File: config.mk
export PLATFORM = sky130hd
export DESIGN_NAME = wiper_host
export DESIGN_NICKNAME = d
export VERILOG_FILES = /design/src/core/wiper_host_pkg.sv /design/src/core/wiper_timer_if.sv /design/src/core/wiper_host.sv /design/src/core/wiper_timer.sv
export SDC_FILE = /design/constraint.sdc
export NUM_CORES = 1
export LEC_CHECK = 0
export BUFFER_PORTS_ARGS = -buffer_cell sky130_fd_sc_hd__buf_2
export CORE_ASPECT_RATIO = 0.6
export CORE_UTILIZATION = 45
export DETAILED_ROUTE_END_ITERATION = 8
export PLACE_DENSITY = 0.63
export REMOVE_ABC_BUFFERS = 1
export SETUP_SLACK_MARGIN = 0.1
export SYNTH_ARGS = -nofsm -noshare
export SYNTH_HDL_FRONTEND = slang
export SYNTH_SLANG_ARGS = --single-unit
export TNS_END_PERCENT = 50
File: constraint.sdc
create_clock -name sys_clk -period 4.6 [get_ports sys_clk]
set_input_delay 0.46 -clock sys_clk [delete_from_list [all_inputs] [get_ports sys_clk]]
set_output_delay 0.46 -clock sys_clk [all_outputs]
set_load 0.005 [all_outputs]
File: src/core/wiper_host_pkg.sv
// Constants shared by the wiper host controller and its delay timer.
// Assumes a single 10 MHz system clock; all pin timings are least times.
package wiper_host_pkg;

    // ------------------------------------------------------------
    // Clock and channel layout
    // ------------------------------------------------------------
    localparam int CLK_NS = 100;
    localparam int NUM_CHAN = 2;
    localparam int POS_W = 5;
    localparam int TMR_W = 4;

    // ------------------------------------------------------------
    // Pin timing minimums
    // ------------------------------------------------------------
    localparam int T_CI_NS = 100;
    localparam int T_DI_NS = 100;
    localparam int T_IL_NS = 1000;
    localparam int T_IH_NS = 1000;
    localparam int T_IC_NS = 1000;
    localparam int T_CPH_NOSTORE_NS = 250;
    localparam int T_CPH_STORE_MS = 10;

    // ------------------------------------------------------------
    // Timing in clock cycles (least times round up)
    // ------------------------------------------------------------
    localparam int CI_CYC = (T_CI_NS + CLK_NS - 1) / CLK_NS;
    localparam int DI_CYC = (T_DI_NS + CLK_NS - 1) / CLK_NS;
    localparam int IL_CYC = (T_IL_NS + CLK_NS - 1) / CLK_NS;
    localparam int IH_CYC = (T_IH_NS + CLK_NS - 1) / CLK_NS;
    localparam int IC_CYC = (T_IC_NS + CLK_NS - 1) / CLK_NS;
    localparam int CPH_NOSTORE_CYC = (T_CPH_NOSTORE_NS + CLK_NS - 1) / CLK_NS;
    localparam int CPH_STORE_CYC = (T_CPH_STORE_MS * 1000000 + CLK_NS - 1) / CLK_NS;

    localparam logic [TMR_W-1:0] SEL_WAIT = TMR_W'((CI_CYC > DI_CYC) ? CI_CYC : DI_CYC);
    localparam logic [TMR_W-1:0] LOW_WAIT = TMR_W'(IL_CYC);
    localparam logic [TMR_W-1:0] HIGH_WAIT = TMR_W'((IH_CYC > IC_CYC) ? IH_CYC : IC_CYC);
    localparam logic [TMR_W-1:0] LEAVE_WAIT = TMR_W'(CPH_NOSTORE_CYC);

    // ------------------------------------------------------------
    // Reset levels of the device pins
    // ------------------------------------------------------------
    localparam logic RST_SEL_N = 1'h1;
    localparam logic RST_STEP_N = 1'h1;
    localparam logic RST_DIR = 1'h0;

endpackage

File: src/core/wiper_timer_if.sv
// Start and expiry signals between the wiper host and its delay timer.
// Assumes both ends run on the same clock.
`timescale 1ns/1ps

interface wiper_timer_if;
    logic start;
    logic [wiper_host_pkg::TMR_W-1:0] cycles;
    logic expired;

    modport ctl (output start, output cycles, input expired);
    modport tmr (input start, input cycles, output expired);
endinterface

File: src/core/wiper_host.sv
// Host controller for a dual up/down wiper potentiometer: drives select,
// step and direction pins of each channel from a simple command port.
// Assumes the device pins are plain inputs driven straight from here.
`timescale 1ns/1ps

// Summary of operation
// - Hold select high through power-up
// - Raise select with step low: no store
// - Power-up recall needs select held high
// - Direction may change while selected
// - Avoid select falling while step low
// - Wait ten ms after store before reselect
module wiper_host #(
    parameter int STORE_GUARD_CYC = wiper_host_pkg::CPH_STORE_CYC
) (
    input wire logic sys_clk,                                      // System clock, 10 MHz
    input wire logic resetn,                                       // Async reset, active low
    input wire logic cmd_valid,                                    // Command offered
    output logic cmd_ready,                                        // Command taken when both high
    input wire logic cmd_chan,                                     // Channel to move
    input wire logic cmd_up,                                       // Direction, 1 moves up
    input wire logic [wiper_host_pkg::POS_W-1:0] cmd_steps,        // Number of steps, 0 to 31
    input wire logic cmd_store,                                    // 1 stores position at end
    output logic busy,                                             // Sequence running
    output logic done,                                             // One-cycle pulse at end
    output logic [wiper_host_pkg::NUM_CHAN-1:0] sel_n,             // Select pins, active low
    output logic [wiper_host_pkg::NUM_CHAN-1:0] step_n,            // Step strobe pins, active low
    output logic [wiper_host_pkg::NUM_CHAN-1:0] dir_up             // Direction pins, 1 is up
);

    localparam int NCH = wiper_host_pkg::NUM_CHAN;
    localparam int GW = $clog2(STORE_GUARD_CYC + 1);

    // ------------------------------------------------------------
    // Sequencer state
    // ------------------------------------------------------------
    typedef enum logic [2:0] {
        ST_IDLE,
        ST_SELECT,
        ST_LOW,
        ST_HIGH,
        ST_LEAVE
    } seq_state_e;

    seq_state_e state;
    seq_state_e next_state;
    logic chan;
    logic next_chan;
    logic store;
    logic next_store;
    logic up;
    logic next_up;
    logic [wiper_host_pkg::POS_W-1:0] steps_left;
    logic [wiper_host_pkg::POS_W-1:0] next_steps_left;
    logic next_sel_n;
    logic next_step_n;
    logic next_done;
    logic accept;
    logic store_launch;
    logic [NCH-1:0] guard_busy;

    wiper_timer_if tif ();

    wiper_timer u_timer (
        .sys_clk(sys_clk),
        .resetn(resetn),
        .tif(tif)
    );

    // ------------------------------------------------------------
    // Command acceptance
    // ------------------------------------------------------------
    // Reselect of a channel waits out its store time
    assign cmd_ready = (state == ST_IDLE) && !guard_busy[cmd_chan];
    assign accept = cmd_valid && cmd_ready;

    // ------------------------------------------------------------
    // Next-state and pin sequencing
    // ------------------------------------------------------------
    always_comb begin
        next_state = state;
        next_chan = chan;
        next_store = store;
        next_up = up;
        next_steps_left = steps_left;
        next_sel_n = sel_n[chan];
        next_step_n = step_n[chan];
        next_done = 1'h0;
        store_launch = 1'h0;
        tif.start = 1'h0;
        tif.cycles = wiper_host_pkg::SEL_WAIT;
        case (state)
            ST_IDLE: begin
                if (accept) begin
                    next_chan = cmd_chan;
                    next_store = cmd_store;
                    next_up = cmd_up;
                    next_steps_left = cmd_steps;
                    if ((cmd_steps == '0) && !cmd_store) begin
                        // Leaving unstored needs a step; nothing to do
                        next_done = 1'h1;
                    end else begin
                        // Select with step high and direction set up
                        next_sel_n = 1'h0;
                        next_step_n = 1'h1;
                        next_state = ST_SELECT;
                        tif.start = 1'h1;
                        tif.cycles = wiper_host_pkg::SEL_WAIT;
                    end
                end
            end
            ST_SELECT: begin
                if (tif.expired) begin
                    tif.start = 1'h1;
                    if (steps_left == '0) begin
                        // Store only: wait before deselect
                        next_state = ST_HIGH;
                        tif.cycles = wiper_host_pkg::HIGH_WAIT;
                    end else begin
                        next_step_n = 1'h0;
                        next_steps_left = steps_left - 5'h01;
                        next_state = ST_LOW;
                        tif.cycles = wiper_host_pkg::LOW_WAIT;
                    end
                end
            end
            ST_LOW: begin
                if (tif.expired) begin
                    tif.start = 1'h1;
                    if ((steps_left == '0) && !store) begin
                        // Deselect while step stays low
                        next_sel_n = 1'h1;
                        next_state = ST_LEAVE;
                        tif.cycles = wiper_host_pkg::LEAVE_WAIT;
                    end else begin
                        next_step_n = 1'h1;
                        next_state = ST_HIGH;
                        tif.cycles = wiper_host_pkg::HIGH_WAIT;
                    end
                end
            end
            ST_HIGH: begin
                if (tif.expired) begin
                    if (steps_left == '0) begin
                        // Deselect with step high commits the position
                        next_sel_n = 1'h1;
                        store_launch = 1'h1;
                        next_done = 1'h1;
                        next_state = ST_IDLE;
                    end else begin
                        next_step_n = 1'h0;
                        next_steps_left = steps_left - 5'h01;
                        next_state = ST_LOW;
                        tif.start = 1'h1;
                        tif.cycles = wiper_host_pkg::LOW_WAIT;
                    end
                end
            end
            ST_LEAVE: begin
                if (tif.expired) begin
                    // Step back high only once deselected
                    next_step_n = 1'h1;
                    next_done = 1'h1;
                    next_state = ST_IDLE;
                end
            end
            default: begin
                next_state = ST_IDLE;
            end
        endcase
    end

    // ------------------------------------------------------------
    // Sequencer registers
    // ------------------------------------------------------------
    always_ff @(posedge sys_clk or negedge resetn) begin
        if (!resetn) begin
            state <= ST_IDLE;
            chan <= 1'h0;
            store <= 1'h0;
            up <= 1'h0;
            steps_left <= '0;
            busy <= 1'h0;
            done <= 1'h0;
        end else begin
            state <= next_state;
            chan <= next_chan;
            store <= next_store;
            up <= next_up;
            steps_left <= next_steps_left;
            busy <= (next_state != ST_IDLE);
            done <= next_done;
        end
    end

    // ------------------------------------------------------------
    // Per-channel pins and store guard
    // ------------------------------------------------------------
    // Idle channel keeps its pins steady; each has its own set
    for (genvar i = 0; i < NCH; i++) begin : g_chan
        logic [GW-1:0] guard;
        logic this_chan;

        assign this_chan = (i == int'(next_chan));

        // Select held high from reset so power-up recalls, never stores
        always_ff @(posedge sys_clk or negedge resetn) begin
            if (!resetn) begin
                sel_n[i] <= wiper_host_pkg::RST_SEL_N;
                step_n[i] <= wiper_host_pkg::RST_STEP_N;
            end else if (this_chan) begin
                sel_n[i] <= next_sel_n;
                step_n[i] <= next_step_n;
            end
        end

        // Direction only changes while step is high
        always_ff @(posedge sys_clk or negedge resetn) begin
            if (!resetn) begin
                dir_up[i] <= wiper_host_pkg::RST_DIR;
            end else if (this_chan && accept) begin
                dir_up[i] <= next_up;
            end
        end

        // Store time: no reselect until it runs out
        always_ff @(posedge sys_clk or negedge resetn) begin
            if (!resetn) begin
                guard <= '0;
            end else if (store_launch && (i == int'(chan))) begin
                guard <= GW'(STORE_GUARD_CYC);
            end else if (guard != '0) begin
                guard <= guard - 1'h1;
            end
        end

        assign guard_busy[i] = (guard != '0);
    end

endmodule // wiper_host

File: src/core/wiper_timer.sv
// Down-counting delay timer: a start with N cycles expires N cycles later.
// Assumes N is at least one and start is a one-cycle pulse.
`timescale 1ns/1ps

module wiper_timer (
    input wire logic sys_clk,   // System clock
    input wire logic resetn,    // Asynchronous reset, active low
    wiper_timer_if.tmr tif      // Start and expiry
);

    logic [wiper_host_pkg::TMR_W-1:0] count;

    always_ff @(posedge sys_clk or negedge resetn) begin
        if (!resetn) begin
            count <= '0;
        end else if (tif.start) begin
            count <= tif.cycles - 4'h1;
        end else if (count != '0) begin
            count <= count - 4'h1;
        end
    end

    // Plain count test: gating with start would loop through the sequencer
    assign tif.expired = (count == '0);

endmodule // wiper_timer

==> flow_metrics.py <==
metrics = {
    "status": {
        "status": "completed",
    },
    "synth": {
        "synth_most_common_cell": "dfrtp_1",
        "syn-cell-area_um2": 3203,
        "synth_edf_count": 0,
        "synth.ff_latch_count": 56,
        "synth_ff_type": "dfrtp_1",
        "yosysTopAreaCell": "dfrtp_1",
        "seq_area_frac_synth_pct": 43.91,
        "synthTopCellsByArea": "dfrtp_1 41%, nor2_1 4.3%, xnor2_1 4.1%",
        "netlist.area_leader.share_pct": 40.63,
        "avgSynthCellArea_um2": 9.449,
        "synth_cell_types": 59,
        "syn_inst": 339,
        "async_reset_ff_share_pct": 100.0,
        "synthTopCellsByCount": "52 x dfrtp_1, 37 x nor2_1, 19 x inv_1",
        "synth_warnings": 0,
    },
    "timing": {
        "setup_viol": 0,
        "relSlewSlack_pct": 15.95,
        "finalMaxSlewViolations": 0,
        "worst-slew-pin-transition_ns": 1.245,
        "hold_viol": 0,
        "clock_skew_ns": 0.009892,
        "worst_hold_slack_ns": 0.2938,
        "min_period_over_period_pct": 70.07,
        "period_minus_slack_ns": 3.223,
        "rsz0062_at_grt": "no",
        "fmax_ghz": 0.3102,
        "setup_ws_ns": 1.377,
        "setup_tns_ns": 0,
    },
    "final_layout": {
        "drive_gt1_share_pct": 14.37,
        "finish.utilization_pct": 52.64,
        "nets": 372,
        "area_delta_synth_final_pct": 11.13,
        "final_area_um2": 3560,
        "antenna_cells": 0,
        "final_cells": 442,
    },
    "floorplanning": {
        "dieArea_um2": 7470,
        "die_w_um": 110.9,
        "start_util_pct": 47.36,
        "core_area_um2": 6763,
        "placementRows": 23,
        "die_h_um": 67.35,
        "io_pins": 20,
    },
    "hold_path": {
        "hp-class": "input pin to async pin",
    },
    "worst_setup_path": {
        "path_cells": "inv_1 > ha_1 > or4b_1 > nor4_1 > a21oi_1 > nor3_1 > buf_2",
        "crit_family": "simple AND/OR/NAND/NOR gates",
        "crit_fanout": 5,
        "reg2reg_slack_ns": 1.41,
        "crit_path_end_kind": "output pin",
        "required_ns": 4.14,
        "start_kind": "flop",
        "crit_arrival_ns": 2.76,
        "cp_num_buf_inv": 2,
        "crit_path_top_delay_cell": "nor4_1",
        "worstSetupPathType": "flop to output pin",
        "critical_path.max_stage_delay_ns": 0.72,
    },
    "grt": {
        "grt_pass1_wl_um": 11920,
        "antenna_found_initial": 0,
        "grt_pass1_vias": 2289,
        "grt_start_max_net_pins": 57,
        "grtUsageTotal_pct": 20.74,
        "grt_overflow": 0,
    },
    "pwr": {
        "vdd_drop_max_uv": 241.9,
        "p_leak_nw": 1.488,
        "finalPower_mw": 2.307,
        "power_density_nw_per_um2": 648.0,
    },
    "detailed_routing": {
        "vias_per_cell": 5.792,
        "ant_nets": 0,
        "route.detailed.drc": 0,
        "routed_wl_um": 7066,
        "drt_pass1_iterations": 4,
        "wl_per_cell_um": 15.99,
        "vias": 2560,
        "drtIter0Drc": 173,
    },
    "clocking": {
        "postCtsHoldBufs": 0,
        "clk_pin_slew_ns": 0.07,
        "cts_root_buf": "clkbuf_16",
        "cts_tree": "done",
        "ctsResizeCount": 0,
        "clock_path_buffers": 2,
        "postCtsSetupBuffers": 0,
        "cts_buffers": 5,
        "clkSinkCount": 56,
        "clock_latency_ns": 0.30,
        "htree_levels": 2,
    },
    "place": {
        "place_area_um2": 3377,
        "dpl.cell_count": 434,
        "pre_cts_ws_ns": 1.460,
        "gp_congestion": 0.9448,
        "io_buffers": 19,
        "place_hpwl_um": 5078,
    },
    "run": {
        "cap_violations": 0,
    },
}
==> layout make-up <==
cell class | count | area (um2)
Fill cell | 605 | 3203
Multi-Input combinational cell | 250 | 1673
Sequential cell | 56 | 1406
Clock buffer | 7 | 152.6
Timing Repair Buffer | 22 | 117.6
Tap cell | 87 | 108.9
Inverter | 19 | 71.32
Clock inverter | 1 | 30.03
==> placed cells by master (no fill, tap or decap), types with 3 or more instances in the layout <==
cell type	Yosys	routed
nand2_1	18	18
o2111ai_1	3	3
nor2b_1	3	3
nor4_1	13	12
and2_1	3	3
buf_4	1	3
o21ai_0	12	12
inv_1	19	19
a22oi_1	3	3
nor2_1	37	37
or4_1	9	9
or3_1	5	5
clkbuf_16	0	5
nand4_1	6	6
nand4b_1	3	3
xor2_1	11	11
nand3_1	5	5
nor3_1	16	16
a21oi_1	18	18
dfstp_2	4	4
ha_1	7	7
nor4b_1	3	3
xnor2_1	15	15
o31ai_1	4	4
dfrtp_1	52	52
buf_2	2	19
mux2i_1	5	5
mux2_2	5	5
o211ai_1	5	5
==> worst reg2reg max path, stage by stage (launching register included) <==
cell and delay, ns:
dfrtp_1 0.44, nor4_1 0.49, nand4_1 0.63, o32ai_2 0.83, nand2_1 0.12, a21oi_1 0.17, ha_1 0.18, nor2b_1 0.05
a22o_1 0.17
==> routing by layer <==
metal	routed length [um]	up-vias	track usage [%]
li1	-	1283	-
met2	2885	45	28.18
met1	3800	1224	32.12
met3	281	8	4.129
met5	0	-	0
met4	98	0	7.333
==> cell families after synthesis <==
kind of cell | share of synthesized area, %
adder cells (fa/ha/maj) | 2.734
XOR/XNOR | 7.109
multiplexers | 3.672
AO/OA/AOI/OAI | 14.22
flip-flops | 43.91
buffers and inverters | 4.063
AND/OR/NAND/NOR | 24.30
==> worst paths after layout <==
check	to	from	depth (start not counted)
min in group sys_clk	steps_left[2]	cmd_steps[2]	2
setup / recovery	cmd_ready	g_chan[1].guard[0]	7
max in group asynchronous	chan	resetn	2
setup reg to reg	u_timer.count[2]	g_chan[0].guard[3]	8
hold / removal	g_chan[0].guard[7]	resetn	2
hold reg to reg	step_n[0]	step_n[0]	2
==> state kept, by name, summed over array words and instances (netlist names) <==
signal and count:
state 3, dir_up 2, step_n 2, g_chan.guard 34
steps_left 5, chan 1, done 1, store 1
sel_n 2, u_timer.count 4, busy 1
==> power by group <==
group / internal (mW) / total, mW / switching, mW
clock network: 0.287 / 0.458 / 0.171
registers: 0.726 / 0.971 / 0.244
logic: 0.386 / 0.879 / 0.492
total: 1.40 / 2.31 / 0.908
Power figures use the tool's default switching activity.
